**config.mk**
```make
export PLATFORM = sky130hd
export DESIGN_NAME = control_mode_strap_decoder
export DESIGN_NICKNAME = d
export VERILOG_FILES = /design/src/design/strap_pkg.sv /design/src/design/strap_if.sv /design/src/design/strap_level_resolver.sv /design/src/design/control_mode_strap_decoder.sv
export SDC_FILE = /design/constraint.sdc
export NUM_CORES = 1
export LEC_CHECK = 0
export BUFFER_PORTS_ARGS = -buffer_cell sky130_fd_sc_hd__buf_4
export CELL_PAD_IN_SITES_DETAIL_PLACEMENT = 0
export CELL_PAD_IN_SITES_GLOBAL_PLACEMENT = 2
export CORE_ASPECT_RATIO = 0.5
export CORE_MARGIN = 4
export CORE_UTILIZATION = 32
export CTS_CLUSTER_SIZE = 14
export DETAILED_ROUTE_END_ITERATION = 10
export PLACE_DENSITY = 0.89
export SLEW_MARGIN = 40
export SYNTH_ARGS = -nofsm -noshare
export SYNTH_HDL_FRONTEND = slang
export SYNTH_SLANG_ARGS = --single-unit
```
**constraint.sdc**
```tcl
create_clock -name core_clk_i -period 2.4 [get_ports core_clk_i]
set_input_delay 0.24 -clock core_clk_i [delete_from_list [all_inputs] [get_ports core_clk_i]]
set_output_delay 0.24 -clock core_clk_i [all_outputs]
set_load 0.05 [all_outputs]
```
**src/design/strap_pkg.sv**
```systemverilog
// Constants, field layouts and types shared by the strap decoder files.
package strap_pkg;

	// ------------------------------------------------------------------
	// Timing
	// ------------------------------------------------------------------
	localparam int CLK_PERIOD_NS  = 10;
	localparam int SETTLE_TIME_NS = 200;
	localparam int SETTLE_CYCLES  =
		(SETTLE_TIME_NS + CLK_PERIOD_NS - 1) / CLK_PERIOD_NS;
	localparam int SETTLE_W       = 8;
	localparam logic [SETTLE_W-1:0] SETTLE_RST = SETTLE_W'(SETTLE_CYCLES);
	localparam logic [SETTLE_W-1:0] SETTLE_ZERO = '0;

	// ------------------------------------------------------------------
	// Strap pins
	// ------------------------------------------------------------------
	localparam int NUM_STRAPS   = 6;
	localparam int IDX_MODE_PRI = 0;
	localparam int IDX_MODE_SEC = 1;
	localparam int IDX_RANGE    = 2;
	localparam int IDX_SWING    = 3;
	localparam int IDX_EDGE     = 4;
	localparam int IDX_CAL      = 5;

	typedef enum logic [1:0] {
		LVL_LOW,
		LVL_HIGH,
		LVL_FLOAT
	} strap_level_e;

	typedef strap_level_e [NUM_STRAPS-1:0] strap_levels_t;

	// ------------------------------------------------------------------
	// Wishbone register map
	// ------------------------------------------------------------------
	localparam int WB_ADR_W = 8;
	localparam int WB_DAT_W = 32;
	localparam int WB_SEL_W = 4;
	localparam logic [WB_ADR_W-1:0] OFS_CTRL     = 8'h00;
	localparam logic [WB_ADR_W-1:0] OFS_STATUS   = 8'h04;
	localparam logic [WB_ADR_W-1:0] OFS_SETTLE   = 8'h08;
	localparam logic [WB_ADR_W-1:0] OFS_SETTINGS = 8'h0c;

	localparam int CTRL_RESENSE_BIT = 0;

	localparam int ST_EXT_BIT   = 12;
	localparam int ST_VALID_BIT = 13;
	localparam int ST_FAULT_BIT = 14;
	localparam int ST_BUSY_BIT  = 15;

	localparam int SET_SWING_BIT = 0;
	localparam int SET_POS_BIT   = 1;
	localparam int SET_DDR_BIT   = 2;
	localparam int SET_CAL_BIT   = 3;
	localparam int SET_DES_BIT   = 4;
	localparam int SET_RANGE_BIT = 5;

	// ------------------------------------------------------------------
	// Setting values held outside the simple mode and after reset
	// ------------------------------------------------------------------
	localparam logic DEF_SWING_NORMAL = 1'b1;
	localparam logic DEF_EDGE_POS     = 1'b1;
	localparam logic DEF_DDR          = 1'b0;
	localparam logic DEF_CAL_LONG     = 1'b0;
	localparam logic DEF_DES          = 1'b0;
	localparam logic DEF_RANGE_NORMAL = 1'b1;
	localparam logic SEL_IDLE_N       = 1'b1;

endpackage : strap_pkg

```
**src/design/strap_if.sv**
```systemverilog
// Interface between the decoder core and its strap level resolver.
`timescale 1ns/1ns
interface strap_if;
	import strap_pkg::*;

	logic                start;
	logic [SETTLE_W-1:0] settle_cycles;
	logic                busy;
	logic                done;
	strap_levels_t       levels;

	modport ctrl (
		output start,
		output settle_cycles,
		input  busy,
		input  done,
		input  levels
	);

	modport sense (
		input  start,
		input  settle_cycles,
		output busy,
		output done,
		output levels
	);

endinterface : strap_if

```
**src/design/strap_level_resolver.sv**
```systemverilog
// Resolves each strap pin into driven low, driven high or floating.
`timescale 1ns/1ns
module strap_level_resolver (
	input  wire logic                          core_clk_i,
	input  wire logic                          arst_n_i,
	input  wire logic [strap_pkg::NUM_STRAPS-1:0] strap_pin_i,
	output logic                               strap_pull_up_o,
	strap_if.sense                             sns
);
	import strap_pkg::*;

	// ------------------------------------------------------------------
	// State
	// ------------------------------------------------------------------
	typedef enum {
		SENSE_IDLE,
		SENSE_UP,
		SENSE_DOWN
	} sense_e;

	typedef struct packed {
		sense_e                  fsm;
		logic [SETTLE_W-1:0]     cnt;
		logic                    pull_up;
		logic [NUM_STRAPS-1:0]   up_snap;
		strap_levels_t           levels;
		logic                    done;
	} res_s;

	res_s st_r;
	res_s st_nxt;
	strap_levels_t level_calc;

	// ------------------------------------------------------------------
	// Classification
	// ------------------------------------------------------------------
	// A driven pin reads the same under both weak pulls; a floating pin
	// follows the pull. The impossible pair is treated as floating.
	genvar g;
	generate
		for (g = 0; g < NUM_STRAPS; g++)
		begin : g_class
			always_comb
			begin
				if (st_r.up_snap[g] == strap_pin_i[g])
					level_calc[g] = strap_pin_i[g] ? LVL_HIGH : LVL_LOW;
				else
					level_calc[g] = LVL_FLOAT;
			end
		end
	endgenerate

	always_comb
	begin
		st_nxt      = st_r;
		st_nxt.done = 1'b0;
		case (st_r.fsm)
			SENSE_IDLE:
				if (sns.start)
				begin
					st_nxt.pull_up = 1'b1;
					st_nxt.cnt     = sns.settle_cycles;
					st_nxt.fsm     = SENSE_UP;
				end
			SENSE_UP:
				if (st_r.cnt == SETTLE_ZERO)
				begin
					st_nxt.up_snap = strap_pin_i;
					st_nxt.pull_up = 1'b0;
					st_nxt.cnt     = sns.settle_cycles;
					st_nxt.fsm     = SENSE_DOWN;
				end
				else
					st_nxt.cnt = st_r.cnt - 1'b1;
			SENSE_DOWN:
				if (st_r.cnt == SETTLE_ZERO)
				begin
					st_nxt.levels  = level_calc;
					st_nxt.done    = 1'b1;
					st_nxt.pull_up = 1'b1;
					st_nxt.fsm     = SENSE_IDLE;
				end
				else
					st_nxt.cnt = st_r.cnt - 1'b1;
			default:
				st_nxt.fsm = SENSE_IDLE;
		endcase
	end

	always_ff @(posedge core_clk_i or negedge arst_n_i)
	begin
		if (!arst_n_i)
		begin
			st_r.fsm     <= SENSE_IDLE;
			st_r.cnt     <= SETTLE_ZERO;
			st_r.pull_up <= 1'b1;
			st_r.up_snap <= '0;
			st_r.levels  <= strap_levels_t'({NUM_STRAPS{LVL_FLOAT}});
			st_r.done    <= 1'b0;
		end
		else
			st_r <= st_nxt;
	end

	assign strap_pull_up_o = st_r.pull_up;
	assign sns.busy        = (st_r.fsm != SENSE_IDLE);
	assign sns.done        = st_r.done;
	assign sns.levels      = st_r.levels;

endmodule : strap_level_resolver

```
**src/design/control_mode_strap_decoder.sv**
```systemverilog
// Strap decoder: control mode, pin settings and serial port pin mux.
//
// Overview of operation
// - Floating primary, range driven: simple mode.
// - Swing pin: high normal, low reduced.
// - Edge pin high/low picks launch edge.
// - Floating edge pin selects double data rate.
// - Calibration pin: high long, low short.
// - Floating calibration pin: short delay, interleaving.
// - Secondary not low, primary low or floating with range floating: extended.
// - Extended mode: three pins become serial port.
// - Primary high forces simple mode always.
// - Range pin: high normal, low reduced.
`timescale 1ns/1ns
module control_mode_strap_decoder (
	input  wire logic                          core_clk_i,
	input  wire logic                          arst_n_i,
	input  wire logic                          wb_cyc_i,
	input  wire logic                          wb_stb_i,
	input  wire logic                          wb_we_i,
	input  wire logic [strap_pkg::WB_ADR_W-1:0] wb_adr_i,
	input  wire logic [strap_pkg::WB_SEL_W-1:0] wb_sel_i,
	input  wire logic [strap_pkg::WB_DAT_W-1:0] wb_dat_i,
	output logic      [strap_pkg::WB_DAT_W-1:0] wb_dat_o,
	output logic                               wb_ack_o,
	input  wire logic                          mode_primary_i,
	input  wire logic                          mode_secondary_i,
	input  wire logic                          input_range_pin_i,
	input  wire logic                          swing_pin_i,
	input  wire logic                          edge_pin_i,
	input  wire logic                          cal_pin_i,
	output logic                               strap_pull_up_o,
	output logic                               extended_mode_o,
	output logic                               serial_config_clk_o,
	output logic                               serial_config_data_o,
	output logic                               serial_config_select_n_o,
	output logic                               output_differential_swing_o,
	output logic                               output_launch_edge_select_o,
	output logic                               output_data_clock_ddr_o,
	output logic                               calibration_delay_select_o,
	output logic                               interleave_sampling_o,
	output logic                               input_full_scale_range_o,
	output logic                               strap_fault_o,
	output logic                               settings_valid_o
);
	import strap_pkg::*;

	// ------------------------------------------------------------------
	// State
	// ------------------------------------------------------------------
	typedef struct packed {
		logic                start;
		logic [SETTLE_W-1:0] settle;
		logic                ack;
		logic [WB_DAT_W-1:0] rdata;
		logic                ext;
		logic                valid;
		logic                fault;
		logic                swing;
		logic                pos;
		logic                ddr;
		logic                cal_long;
		logic                des;
		logic                range;
		logic                ser_clk;
		logic                ser_data;
		logic                ser_sel_n;
	} dec_s;

	dec_s st_r;
	dec_s st_nxt;

	strap_if                 sif ();
	logic [NUM_STRAPS-1:0]   strap_pins;
	strap_level_e            lv_pri;
	strap_level_e            lv_sec;
	strap_level_e            lv_rng;
	strap_level_e            lv_swing;
	strap_level_e            lv_edge;
	strap_level_e            lv_cal;
	logic                    ext_calc;
	logic                    req;
	logic                    wr_lane0;
	logic [WB_DAT_W-1:0]     status_word;
	logic [WB_DAT_W-1:0]     settings_word;

	// ------------------------------------------------------------------
	// Level resolver
	// ------------------------------------------------------------------
	assign strap_pins[IDX_MODE_PRI] = mode_primary_i;
	assign strap_pins[IDX_MODE_SEC] = mode_secondary_i;
	assign strap_pins[IDX_RANGE]    = input_range_pin_i;
	assign strap_pins[IDX_SWING]    = swing_pin_i;
	assign strap_pins[IDX_EDGE]     = edge_pin_i;
	assign strap_pins[IDX_CAL]      = cal_pin_i;

	assign sif.start         = st_r.start;
	assign sif.settle_cycles = st_r.settle;

	strap_level_resolver u_resolver (
		.core_clk_i      (core_clk_i),
		.arst_n_i        (arst_n_i),
		.strap_pin_i     (strap_pins),
		.strap_pull_up_o (strap_pull_up_o),
		.sns             (sif.sense)
	);

	assign lv_pri   = sif.levels[IDX_MODE_PRI];
	assign lv_sec   = sif.levels[IDX_MODE_SEC];
	assign lv_rng   = sif.levels[IDX_RANGE];
	assign lv_swing = sif.levels[IDX_SWING];
	assign lv_edge  = sif.levels[IDX_EDGE];
	assign lv_cal   = sif.levels[IDX_CAL];

	// ------------------------------------------------------------------
	// Mode decode
	// ------------------------------------------------------------------
	// A low secondary strap is outside every documented combination, so
	// the serial port stays shut there rather than guessing a mode.
	always_comb
	begin
		if (lv_pri == LVL_HIGH)
			ext_calc = 1'b0;
		else if (lv_sec == LVL_LOW)
			ext_calc = 1'b0;
		else if (lv_pri == LVL_LOW)
			ext_calc = 1'b1;
		else
			ext_calc = (lv_rng == LVL_FLOAT);
	end

	// ------------------------------------------------------------------
	// Register bus
	// ------------------------------------------------------------------
	assign req      = wb_cyc_i && wb_stb_i && !st_r.ack;
	assign wr_lane0 = req && wb_we_i && wb_sel_i[0];

	assign status_word = WB_DAT_W'({sif.busy, st_r.fault, st_r.valid,
		st_r.ext, sif.levels});

	always_comb
	begin
		settings_word                = '0;
		settings_word[SET_SWING_BIT] = st_r.swing;
		settings_word[SET_POS_BIT]   = st_r.pos;
		settings_word[SET_DDR_BIT]   = st_r.ddr;
		settings_word[SET_CAL_BIT]   = st_r.cal_long;
		settings_word[SET_DES_BIT]   = st_r.des;
		settings_word[SET_RANGE_BIT] = st_r.range;
	end

	// ------------------------------------------------------------------
	// Next state
	// ------------------------------------------------------------------
	always_comb
	begin
		st_nxt     = st_r;
		st_nxt.ack = req;

		// A request made while sensing waits until the resolver is idle.
		st_nxt.start = st_r.start && sif.busy;
		if (wr_lane0 && wb_adr_i == OFS_CTRL)
			st_nxt.start = st_nxt.start || wb_dat_i[CTRL_RESENSE_BIT];
		if (wr_lane0 && wb_adr_i == OFS_SETTLE)
			st_nxt.settle = wb_dat_i[SETTLE_W-1:0];

		if (req && !wb_we_i)
		begin
			case (wb_adr_i)
				OFS_STATUS:   st_nxt.rdata = status_word;
				OFS_SETTLE:   st_nxt.rdata = WB_DAT_W'(st_r.settle);
				OFS_SETTINGS: st_nxt.rdata = settings_word;
				default:      st_nxt.rdata = '0;
			endcase
		end

		if (sif.done)
		begin
			st_nxt.valid = 1'b1;
			st_nxt.ext   = ext_calc;
			if (ext_calc)
			begin
				// Settings belong to the serial registers in this mode.
				st_nxt.fault    = 1'b0;
				st_nxt.swing    = DEF_SWING_NORMAL;
				st_nxt.pos      = DEF_EDGE_POS;
				st_nxt.ddr      = DEF_DDR;
				st_nxt.cal_long = DEF_CAL_LONG;
				st_nxt.des      = DEF_DES;
				st_nxt.range    = DEF_RANGE_NORMAL;
			end
			else
			begin
				// A floating swing or range pin has no meaning here.
				st_nxt.fault    = (lv_swing == LVL_FLOAT) ||
					(lv_rng == LVL_FLOAT) || (lv_sec == LVL_LOW);
				st_nxt.swing    = (lv_swing != LVL_LOW);
				st_nxt.pos      = (lv_edge == LVL_HIGH);
				st_nxt.ddr      = (lv_edge == LVL_FLOAT);
				st_nxt.cal_long = (lv_cal == LVL_HIGH);
				st_nxt.des      = (lv_cal == LVL_FLOAT);
				st_nxt.range    = (lv_rng != LVL_LOW);
			end
		end

		// Serial port lines are only passed on while the extended mode
		// holds; otherwise the port sees an idle, deselected bus.
		if (st_r.ext)
		begin
			st_nxt.ser_clk   = swing_pin_i;
			st_nxt.ser_data  = edge_pin_i;
			st_nxt.ser_sel_n = cal_pin_i;
		end
		else
		begin
			st_nxt.ser_clk   = 1'b0;
			st_nxt.ser_data  = 1'b0;
			st_nxt.ser_sel_n = SEL_IDLE_N;
		end
	end

	// ------------------------------------------------------------------
	// Registers
	// ------------------------------------------------------------------
	// The start flag resets high so the straps are sensed once after
	// every reset without software involvement.
	always_ff @(posedge core_clk_i or negedge arst_n_i)
	begin
		if (!arst_n_i)
		begin
			st_r.start     <= 1'b1;
			st_r.settle    <= SETTLE_RST;
			st_r.ack       <= 1'b0;
			st_r.rdata     <= '0;
			st_r.ext       <= 1'b0;
			st_r.valid     <= 1'b0;
			st_r.fault     <= 1'b0;
			st_r.swing     <= DEF_SWING_NORMAL;
			st_r.pos       <= DEF_EDGE_POS;
			st_r.ddr       <= DEF_DDR;
			st_r.cal_long  <= DEF_CAL_LONG;
			st_r.des       <= DEF_DES;
			st_r.range     <= DEF_RANGE_NORMAL;
			st_r.ser_clk   <= 1'b0;
			st_r.ser_data  <= 1'b0;
			st_r.ser_sel_n <= SEL_IDLE_N;
		end
		else
			st_r <= st_nxt;
	end

	// ------------------------------------------------------------------
	// Outputs
	// ------------------------------------------------------------------
	assign wb_dat_o                    = st_r.rdata;
	assign wb_ack_o                    = st_r.ack;
	assign extended_mode_o             = st_r.ext;
	assign serial_config_clk_o         = st_r.ser_clk;
	assign serial_config_data_o        = st_r.ser_data;
	assign serial_config_select_n_o    = st_r.ser_sel_n;
	assign output_differential_swing_o = st_r.swing;
	assign output_launch_edge_select_o = st_r.pos;
	assign output_data_clock_ddr_o     = st_r.ddr;
	assign calibration_delay_select_o  = st_r.cal_long;
	assign interleave_sampling_o       = st_r.des;
	assign input_full_scale_range_o    = st_r.range;
	assign strap_fault_o               = st_r.fault;
	assign settings_valid_o            = st_r.valid;

endmodule : control_mode_strap_decoder

```
Yosys cells after proc, flatten, opt, wreduce, memory -nomap -nowiden
Cells that the tools add are included.

Reduce and logical (&&, ||, !) cells: 27. Add/sub/neg operators: 1. Eq/ne operators: 22. Mux-type cells: 30.

Operators by type and width (count): 32-bit one-hot mux with 3 select lines (1); 32-bit 2-to-1 mux (2); 16-bit one-hot mux with 3 select lines (1); 41-bit 2-to-1 mux (1); 32-bit by 1-bit == test with 1-bit output (second input constant) (1); 32-bit by 2-bit == test with 1-bit output (second input constant) (1); 32-bit zero test (1); 32-bit nonzero test (1); 9-bit one-hot mux with 3 select lines (1); 8-bit by 4-bit == test with 1-bit output (second input constant) (2); 8-bit zero test (2); 8-bit 2-to-1 mux (2); 7-bit 2-to-1 mux (2); 1-bit 2-to-1 mux (13); 2-bit 2-to-1 mux (6); 2-bit == test (second input constant) (4); 8-bit by 3-bit == test with 1-bit output (second input constant) (1); 1-bit logical AND (8); 8-bit by 1-bit subtractor with 8-bit output (second input constant) (1); 1-bit == test (6); 2-bit by 1-bit == test with 1-bit output (second input constant) (3); 3-bit AND reduction (2); 2-bit zero test (2); 2-bit by 1-bit inequality test with 1-bit output (second input constant) (2); other kinds (8) (14).

Bits in registers: 114. Output and inout bits: 46. Logic and storage cells: 107. Bits of input ports: 55.

Longest topological paths before layout
Gate-level depths: netlist of the first run.

Depth after elaboration: 6. Mapped depth: 7.

By module
From an unflattened synthesis of the first run, not the netlist that was laid out.

Cells, all modules: 328. Area, all modules: 3584.7 µm².

Modules (own cells, without submodules): control_mode_strap_decoder (cells each 175, seq. area each 959.7 µm², times used 1, area each 1880.6 µm²); strap_level_resolver (cells each 153, seq. area each 759.5 µm², times used 1, area each 1704.1 µm²).

Worst setup path after synthesis of the first run
Ideal clock, no wire load.

Kind: reg-to-reg. Start: reg u_resolver.st_r[29] (netlist name). End: reg u_resolver.st_r[13] (netlist name). Period minus slack after synthesis: 1.969 ns. Data required time: 2.275 ns. Cell stages (with the launch flop): 7. Path slack: 0.431 ns. Data arrival time: 1.844 ns. Cells stage by stage: dfrtp_1 -> inv_1 -> ha_1 -> or4bb_1 -> or2_2 -> clkbuf_1 -> mux2_2.

Cells in the longest elaborated chain, start to end: 2.

RTL lines: start, declared (line strap_level_resolver.sv:30) `res_s st_r;`; start signal, assigned (line strap_level_resolver.sv:102) `st_r <= st_nxt;`; 32-bit by 1-bit == test with 1-bit output (line strap_level_resolver.sv:57) `case (st_r.fsm)`; 2-bit AND reduction (no source line).

No other way between the ends. A chain may end at the register's enable or synchronous reset.

Worst setup path after layout of the first run
Start: reg u_resolver.st_r[29] (netlist name). End: reg u_resolver.st_r[18] (netlist name).

The elaborated chain is that of the path after synthesis.

==> results.py, run 1 <==
metrics = {
    "clock_network": {
        "h-tree-depth": 3,
        "clock-sinks": 68,
        "clk_latency_ps": 330,
        "cts_tree": "yes",
        "clk_pin_slew_ps": 60,
        "cts_resized": 0,
        "cts_buffers": 9,
        "cts-root-buf": "clkbuf_16",
        "cts_max_path_buffers": 2,
    },
    "grt": {
        "grt_pass1_vias": 2584,
        "grt_usage_pct": 13.16,
        "grt-ovfl-total": 0,
        "antenna_found_initial": 0,
        "grt_pass1_wl_mm": 13.01,
        "grt_max_degree": 69,
    },
    "synthesis": {
        "syn_inst": 291,
        "syn_area_um2": 3313,
        "synthArstFlopShare_pct": 100.0,
        "ys_ff_latch": 68,
        "yosys.cell_types.count": 48,
        "synth.yosys.seq_area_share_pct": 51.89,
        "ys.flop_type": "dfrtp_1",
        "yosys_warnings": 0,
        "syn_avg_cell_area_um2": 11.39,
        "synth-edff-count": 0,
    },
    "layout": {
        "layout-drive-gt1-share_pct": 37.36,
        "fillers": 913,
        "fin_cells": 499,
        "diodes": 0,
        "area_growth_pct": 26.59,
        "layout.nets": 427,
    },
    "timing": {
        "slew_violations": 0,
        "setup_viol": 0,
        "setup_ws_ps": 326.0,
        "skew_ps": 8.741,
        "hold_viol": 0,
        "slew_headroom_pct": 59.37,
        "tightest_slew_ps": 609.5,
        "min_period_ps": 2074,
        "fmaxAchievable_ghz": 0.4822,
        "rsz0062_at_grt": "no",
        "finalCritPeriodShare_pct": 86.42,
        "fin_tns_setup_ps": 0,
    },
    "setup_path": {
        "path_max_fanout": 7,
        "max_stage_delay_ps": 500,
        "end_kind": "flip-flop",
        "r2r_cells": 5,
        "crit_start": "u_resolver.st_r[29]$_DFFE_PN0P_",
        "r2r_end": "u_resolver.st_r[18]$_DFFE_PN0P_",
        "r2r-start": "u_resolver.st_r[29]$_DFFE_PN0P_",
        "r2r_setup_slack_ps": 330,
        "arrival_ps": 2290,
        "required_ps": 2610,
        "cp-start-kind": "flip-flop",
        "path_cells": "inv_1 > ha_1 > or4bb_1 > or2_2 > mux2_2",
        "critical_path_class": "reg -> reg",
        "critPathSlowestCell": "or4bb_1",
    },
    "detailed_routing": {
        "drtIter0Drc": 157,
        "wl_met1_mm": 3.174,
        "viasPerCell": 4.964,
        "post_drt_wl_per_cell_um": 15.44,
        "drc": 0,
        "drt_pass1_iterations": 4,
        "top_layer_used": "met4",
        "vias": 2477,
        "routed_wl_mm": 7.707,
        "ant_nets": 0,
        "wl_met3_um": 301,
        "wl_met2_mm": 4.143,
    },
    "placed_design": {
        "portBuffers": 57,
        "post-dp-hpwl_mm": 5.793,
        "pre_cts_ws_ps": 280.5,
        "gp_congestion": 0.7849,
        "dp.cells": 482,
    },
    "worst_hold_path": {
        "worstHoldStart": "cal_pin_i",
        "hold_class": "in -> reg",
        "holdPathStages": 2,
        "whs_endpoint": "serial_config_select_n_o$_DFF_PN1_",
    },
    "floorplan": {
        "die_x_um": 151.9,
        "dieArea_um2": 12140,
        "initial_utilization_pct": 33.95,
        "io_pins": 101,
        "rows": 25,
        "die_y_um": 79.95,
        "core_area_um2": 9759,
    },
    "power_and_ir_drop": {
        "p_leak_nw": 1.992,
        "ir_drop_mv": 0.3719,
        "powerDensity_nw_per_um2": 657.8,
    },
    "flow_run": {
        "drv_cap": 0,
    },
    "status": {
        "run_status": "finished, final reports clean",
    },
}
critical path: cells and delay by family, from the launching register on:
family                     cells  cell delay, ps
DFF                            1             410
buffers and inverters          1             120
adders and majority gates      1             200
and+or+nand+nor                2             910
muxes                          1             320
layer usage:
layer,up-vias,GRT usage [%]
met4,0,5.112
met5,-,0
li1,1160,-
met1,1247,14.75
met3,8,2.978
met2,62,24.69
kinds of logic (layout without fill, tap and decap cells):
family                     Yosys count  in the layout  synth area share [%]
other                                1             16                0.1132
AOI/OAI and AO/OA                   70             70                 14.35
DFF                                 68             68                 51.89
and+or+nand+nor                     61             61                 10.57
adders and majority gates           13             13                 4.909
buffers and inverters               45            103                 6.949
muxes                               33             33                 11.22
sequential cells by signal, indices dropped and copies added (netlist names), 8 cells and up:
name and flops:
sif.settle_cycles 8, u_resolver.sns.levels 12, u_resolver.st_r 16, wb_dat_o 16
placed cells by master (no fill, tap or decap), types with 3 or more instances in the layout:
master / count
conb_1: 16
a32oi_1: 5
dfrtp_1: 54
ha_1: 13
dfstp_2: 14
nand2_1: 17
clkbuf_16: 9
inv_1: 20
a22o_1: 8
nor2_1: 12
a22oi_1: 8
nor2b_1: 4
nor3_1: 4
mux2_2: 33
o22ai_1: 7
or2_2: 3
buf_4: 65
nand3b_1: 4
o21ai_0: 15
a21oi_1: 11
cell usage after synthesis, drive strengths merged (4+ instances only):
cell type  count  area, um^2
inv           20       75.07
nor3           4       20.02
nor2b          4       25.02
a22oi          8       60.06
mux2          33       371.6
o21ai         16       80.07
a22o           8       70.07
ha            13       162.7
or4            4       37.53
nand3b         4       30.03
a32oi          5       43.79
o22ai          7       43.79
a21oi         11       55.05
nor2          12       45.04
dfstp         14       367.9
or2            4       27.53
clkbuf         7       26.28
buf           18       128.9
nand2         17       63.81
dfrtp         54        1351
worst max path at each step:
stage                                                  to  slack, ps
after floorplan           u_resolver.st_r[13]$_DFFE_PN0P_        430
after global placement            wb_dat_o[8]$_DFFE_PN0P_        360
after detailed placement         wb_dat_o[10]$_DFFE_PN0P_        280
after CTS                 u_resolver.st_r[18]$_DFFE_PN0P_        330
after global routing      u_resolver.st_r[18]$_DFFE_PN0P_        260
final                     u_resolver.st_r[18]$_DFFE_PN0P_        330
stage by stage:
stage	util (%)	power (W)	area, um^2	hold slack [ps]
2_1_floorplan	-	0.001378	3369	-55.59
3_3_place_gp	39.74	0.001445	3879	385.5
3_5_place_dp	39.74	0.001455	3879	409.0
4_1_cts	42.83	0.002788	4180	50.94
5_1_grt	42.97	0.002871	4194	131.0
6_report	42.97	0.002759	4194	122.0
report_power, final:
group	switching, W	internal (W)	leakage, nW
registers	0.0000148	0.00117	0.885
clock network	0.000509	0.000815	0.144
logic	0.000164	0.0000823	0.964
total	0.000687	0.00207	1.99
final cells by class:
cell class              instances  area, um^2  share of cell area, %
flip-flops and latches         68        1719                  40.99
well taps                     135       168.9                  4.027
clock inverters                 6       72.57                  1.730
inverters                      20       75.07                  1.790
repair buffers                 67       509.2                  12.14
multi-input cells             193        1420                  33.86
clock buffers                  10       229.0                  5.459
what timing repair did:
action	CTS	global route
buffers inserted	0	0
endpoints found under the hold margin	0	54
hold buffers	0	1
(Power assumes the default switching activity.)
==> run 2, diff against run 1 <==
--- a/config.mk
+++ b/config.mk
@@ -8,7 +8,7 @@
 export BUFFER_PORTS_ARGS = -buffer_cell sky130_fd_sc_hd__buf_4
 export CELL_PAD_IN_SITES_DETAIL_PLACEMENT = 0
 export CELL_PAD_IN_SITES_GLOBAL_PLACEMENT = 2
-export CORE_ASPECT_RATIO = 0.5
+export CORE_ASPECT_RATIO = 1.4
 export CORE_MARGIN = 4
 export CORE_UTILIZATION = 32
 export CTS_CLUSTER_SIZE = 14
==> run 2 against run 1 <==
  * Clock skew shrank 2.3 ps
  * Clock power grew 15%
  * Total power grew 7.3%
  * Die area shrank 0.62%
  * Register-to-register slack gained 30 ps
  * Worst hold slack gained 0.56 ps
  * Sequential power is essentially flat
  * Combinational power is essentially flat
  * Utilization shrank 0.44 points
  * Global-route usage grew 0.58 points
  * First-iteration DRC count shrank 45%
  * Critical endpoint is now u_resolver.st_r[14]$_DFFE_PN0P_
==> results.py, run 2 (synthesis gave the netlist of run 1 again) <==
metrics = {
    "worst_hold_path": {
        "hold_class": "in -> reg",
        "whs_endpoint": "serial_config_select_n_o$_DFF_PN1_",
        "worstHoldStart": "cal_pin_i",
        "holdPathStages": 2,
    },
    "floorplan": {
        "rows": 43,
        "core_area_um2": 10010,
        "dieArea_um2": 12070,
        "initial_utilization_pct": 33.11,
        "io_pins": 101,
        "die_x_um": 94.00,
        "die_y_um": 128.4,
    },
    "grt": {
        "antenna_found_initial": 0,
        "grt_use_met1_pct": 15.02,
        "met3_usage_pct": 4.094,
        "grtUsageMet2_pct": 24.97,
        "grt_max_degree": 69,
        "grt_usage_pct": 13.74,
        "grt_pass1_wl_mm": 12.69,
        "grt_pass1_vias": 2548,
        "grt-ovfl-total": 0,
        "busiest_layer": "met2",
    },
    "timing": {
        "tightest_slew_ps": 610.3,
        "slew_headroom_pct": 59.32,
        "min_period_ps": 2043,
        "rsz0062_at_grt": "no",
        "setup_viol": 0,
        "finalCritPeriodShare_pct": 85.11,
        "setup_ws_ps": 357.3,
        "fmaxAchievable_ghz": 0.4895,
        "skew_ps": 6.416,
        "slew_violations": 0,
        "hold_viol": 0,
        "fin_tns_setup_ps": 0,
    },
    "clock_network": {
        "cts_buffers": 9,
        "hold_buffers": 1,
        "postCtsSetupRepairBufs": 0,
        "cts_tree": "yes",
        "clk_pin_slew_ps": 60,
        "clk_latency_ps": 330,
        "cts_resized": 0,
        "cts_max_path_buffers": 2,
        "h-tree-depth": 3,
        "cts-root-buf": "clkbuf_16",
        "clock-sinks": 68,
    },
    "layout": {
        "diodes": 0,
        "area_growth_pct": 28.47,
        "layout.nets": 428,
        "fillers": 997,
        "layout-drive-gt1-share_pct": 38.08,
        "final_cell_mix": "66 x buf_4, 54 x dfrtp_1, 33 x mux2_2",
        "layout_commonest_cell": "buf_4",
    },
    "setup_path": {
        "required_ps": 2610,
        "cp-start-kind": "flip-flop",
        "critPathSlowestCell": "or4bb_1",
        "end_kind": "flip-flop",
        "path_cells": "inv_1 > ha_1 > or4bb_1 > or2_2 > mux2_2",
        "r2r-start": "u_resolver.st_r[29]$_DFFE_PN0P_",
        "path_max_fanout": 7,
        "arrival_ps": 2260,
        "r2r_setup_slack_ps": 360,
        "max_stage_delay_ps": 500,
        "critical_path_class": "reg -> reg",
        "r2r_end": "u_resolver.st_r[14]$_DFFE_PN0P_",
        "r2r_cells": 5,
    },
    "placed_design": {
        "gp_congestion": 0.8551,
        "pre_cts_ws_ps": 284.6,
        "post-dp-hpwl_mm": 5.888,
        "portBuffers": 57,
    },
    "detailed_routing": {
        "post_drt_wl_per_cell_um": 15.55,
        "viasPerCell": 4.806,
        "drt_pass1_iterations": 5,
        "ant_nets": 0,
        "vias": 2403,
        "drc": 0,
        "routed_wl_mm": 7.774,
        "drtIter0Drc": 87,
    },
    "power_and_ir_drop": {
        "ir_drop_mv": 0.4293,
        "powerDensity_nw_per_um2": 695.1,
        "p_leak_nw": 2.022,
    },
    "status": {
        "run_status": "finished, final reports clean",
    },
    "flow_run": {
        "drv_cap": 0,
    },
}
-- run 2: changes by cell type in the layout (fill, tap and decap cells not counted) --
cell        delta
inv_6          -2
bufinv_16      +2
buf_4          +1
a31oi_1        -1
clkinvlp_4     -1
clkbuf_1       -1
a31oi_2        +1
clkinv_4       +2
-- run 2: stage by stage --
stage	utilization [%]	area [um^2]	std cells	hold WS (ps)	power (W)
2_1_floorplan	-	3369	306	-55.59	0.001378
3_3_place_gp	38.83	3886	483	404.9	0.001450
3_5_place_dp	38.87	3890	483	284.6	0.001455
4_1_cts	42.47	4250	500	110.0	0.003008
5_1_grt	42.54	4257	500	129.7	0.003066
6_report	42.54	4257	500	122.5	0.002959
-- run 2: critical path: cells and delay by family, from the launching register on --
kind | cells | cell delay, ps
flops | 1 | 410
fa+ha+maj | 1 | 190
mux | 1 | 310
buf+inv | 1 | 100
simple gates | 2 | 910
-- run 2: how the worst max path moves through the flow --
stage,startpoint,endpoint,slack (ps),cells past startpoint
after CTS,u_resolver.st_r[28]$_DFFE_PN0P_,u_resolver.st_r[27]$_DFFE_PN0P_,290,6
after detailed placement,wb_adr_i[1],wb_dat_o[12]$_DFFE_PN0P_,280,5
after global routing,u_resolver.st_r[29]$_DFFE_PN0P_,u_resolver.st_r[14]$_DFFE_PN0P_,230,5
after global placement,wb_adr_i[1],wb_dat_o[12]$_DFFE_PN0P_,340,5
after floorplan,u_resolver.st_r[29]$_DFFE_PN0P_,u_resolver.st_r[13]$_DFFE_PN0P_,430,6
final,u_resolver.st_r[29]$_DFFE_PN0P_,u_resolver.st_r[14]$_DFFE_PN0P_,360,5
-- run 2: routing by layer --
layer	part of all wire [%]	vias to the layer above
met5	0	-
li1	-	1169
met3	4.6	8
met1	39	1174
met4	1.0	0
met2	56	52
-- run 2: power breakdown --
group	switching, W	internal (W)	total (W)
logic	0.000164	0.0000827	0.000246
registers	0.0000144	0.00117	0.00119
clock network	0.000504	0.00102	0.00152
-- run 2: layout make-up --
type	instances	area, um^2	share of cell area, %
Multi-Input combinational cell	193	1426	33.51
Tap cell	135	168.9	3.968
Clock inverter	7	125.1	2.939
Timing Repair Buffer	68	516.7	12.14
Inverter	20	75.07	1.764
Sequential cell	68	1719	40.39
Clock buffer	9	225.2	5.291
==> run 3, diff against run 2 <==
--- a/config.mk
+++ b/config.mk
@@ -14,6 +14,7 @@
 export CTS_CLUSTER_SIZE = 14
 export DETAILED_ROUTE_END_ITERATION = 10
 export PLACE_DENSITY = 0.89
+export RECOVER_POWER = 50
 export SLEW_MARGIN = 40
 export SYNTH_ARGS = -nofsm -noshare
 export SYNTH_HDL_FRONTEND = slang
==> run 3 against run 2 <==
  * The run now ends with max-capacitance violations, max-slew violations left
  * Cell count unchanged
  * First-iteration DRC count down 21%
  * Critical path depth unchanged
  * Utilization down 0.44 points
  * Global-route usage unchanged
  * Via count up 0.46%
  * Count of clock-buffer cells in the layout unchanged
  * Worst setup slack about the same
  * Final area down 1.0%
  * Worst hold slack better by 1.8 ps
  * Die area unchanged
  * Clock power about the same
  * Critical path type unchanged
==> results.py, run 3 (synthesis gave the netlist of run 1 again) <==
metrics = {
    "layout": {
        "area_growth_pct": 27.15,
        "layout-drive-gt1-share_pct": 35.34,
        "layout_commonest_cell": "buf_4",
        "layout.nets": 428,
        "seq_area_um2": 1719,
        "diodes": 0,
        "final_cell_mix": "56 x buf_4, 54 x dfrtp_1, 33 x mux2_2",
        "multi_input_area_um2": 1426,
        "fillers": 997,
    },
    "floorplan": {
        "die_x_um": 94.00,
        "rows": 43,
        "io_pins": 101,
        "die_y_um": 128.4,
        "dieArea_um2": 12070,
        "core_area_um2": 10010,
        "initial_utilization_pct": 33.11,
    },
    "worst_hold_path": {
        "holdPathStages": 2,
        "worstHoldStart": "cal_pin_i",
        "whs_endpoint": "serial_config_select_n_o$_DFF_PN1_",
        "hold_class": "in -> reg",
    },
    "setup_path": {
        "r2r_setup_slack_ps": 360,
        "max_stage_delay_ps": 500,
        "required_ps": 2610,
        "r2r_end": "u_resolver.st_r[14]$_DFFE_PN0P_",
        "critPathSlowestCell": "or4bb_1",
        "arrival_ps": 2260,
        "path_max_fanout": 7,
        "r2r-start": "u_resolver.st_r[29]$_DFFE_PN0P_",
        "r2r_cells": 5,
        "end_kind": "flip-flop",
        "path_cells": "inv_1 > ha_1 > or4bb_1 > or2_2 > mux2_2",
        "cp-start-kind": "flip-flop",
        "critical_path_class": "reg -> reg",
    },
    "clock_network": {
        "cts-root-buf": "clkbuf_16",
        "clk_pin_slew_ps": 60,
        "cts_max_path_buffers": 2,
        "h-tree-depth": 3,
        "postCtsSetupRepairBufs": 0,
        "clock-sinks": 68,
        "cts_buffers": 9,
        "clk_latency_ps": 330,
        "cts_tree": "yes",
    },
    "detailed_routing": {
        "routed_wl_mm": 7.806,
        "viasPerCell": 4.828,
        "drt_pass1_iterations": 4,
        "drtIter0Drc": 69,
        "post_drt_wl_per_cell_um": 15.61,
        "drc": 0,
        "ant_nets": 0,
        "vias": 2414,
    },
    "power_and_ir_drop": {
        "powerDensity_nw_per_um2": 701.9,
        "p_leak_nw": 1.977,
        "fin_total_pwr_w": 0.002957,
        "ir_drop_mv": 0.4282,
    },
    "timing": {
        "slew_headroom_pct": -9.472,
        "rsz0062_at_grt": "no",
        "finalCritPeriodShare_pct": 85.12,
        "hold_viol": 0,
        "skew_ps": 5.480,
        "slew_violations": 69,
        "fmaxAchievable_ghz": 0.4895,
        "tightest_slew_ps": 1642,
        "min_period_ps": 2043,
        "setup_viol": 0,
        "fin_tns_setup_ps": 0,
    },
    "placed_design": {
        "post-dp-hpwl_mm": 5.888,
        "portBuffers": 57,
        "gp_congestion": 0.8551,
    },
    "grt": {
        "grt_max_degree": 69,
        "grt-ovfl-total": 0,
        "grt_usage_pct": 13.74,
        "antenna_found_initial": 0,
        "grt_pass1_wl_mm": 12.69,
        "grt_pass1_vias": 2548,
    },
    "flow_run": {
        "drv_cap": 1,
    },
    "status": {
        "violations": "max-capacitance violations, max-slew violations",
        "run_status": "complete, but fails checks",
    },
}
==> run 3: report_power, final <==
part / total (W) / internal (W) / switching, W
Sequential: 0.00119 / 0.00117 / 0.0000144
Clock: 0.00152 / 0.00102 / 0.000503
Combinational: 0.000244 / 0.0000814 / 0.000163
Total: 0.00296 / 0.00228 / 0.000681
==> run 3: critical path: cells and delay by family, from the launching register on <==
kind	cells	cell delay, ps
adder cells (fa/ha/maj)	1	190
buffers and inverters	1	100
flip-flops	1	410
multiplexers	1	310
AND/OR/NAND/NOR	2	910
==> run 3: stage by stage <==
| step | instances | utilization, % | cell area (um^2) | setup WS, ps | hold slack [ps] |
|---|---|---|---|---|---|
| after floorplan | 306 | - | 3369 | 431.1 | -55.59 |
| after global placement | 483 | 38.83 | 3886 | 342.0 | 404.9 |
| after detailed placement | 483 | 38.87 | 3890 | 284.6 | 284.6 |
| after CTS | 500 | 42.47 | 4250 | 286.0 | 110.0 |
| after global routing | 500 | 42.10 | 4213 | 166.8 | 129.7 |
| final | 500 | 42.10 | 4213 | 357.2 | 124.3 |
==> run 3: per-layer routing <==
layer  vias up  GRT usage [%]  wire length [um]
met2        60          24.97              4291
met5         -              0                 0
met4         0          4.847               115
met3         8          4.094               412
li1       1164              -                 -
met1      1182          15.02              2987
==> run 3: what timing repair did <==
item | CTS | global route
gates resized for setup | 0 | 0
hold buffers | 1 | 0
endpoints found under the hold margin | 54 | 0
==> run 3: worst max-delay path by stage <==
stage | from | endpoint | slack (ps) | depth (start not counted)
global route | arst_n_i | wb_dat_o[1]$_DFFE_PN0P_ | 170 | 2
CTS | u_resolver.st_r[28]$_DFFE_PN0P_ | u_resolver.st_r[27]$_DFFE_PN0P_ | 290 | 6
finish | u_resolver.st_r[29]$_DFFE_PN0P_ | u_resolver.st_r[14]$_DFFE_PN0P_ | 360 | 5
global placement | wb_adr_i[1] | wb_dat_o[12]$_DFFE_PN0P_ | 340 | 5
detailed placement | wb_adr_i[1] | wb_dat_o[12]$_DFFE_PN0P_ | 280 | 5
floorplan | u_resolver.st_r[29]$_DFFE_PN0P_ | u_resolver.st_r[13]$_DFFE_PN0P_ | 430 | 6
==> run 3: area by class of cell <==
class | count | area share, %
clock inverters | 7 | 2.970
flip-flops and latches | 68 | 40.81
inverters | 20 | 1.782
clock buffers | 9 | 5.346
multi-input cells | 193 | 33.86
repair buffers | 68 | 11.23
well taps | 135 | 4.010
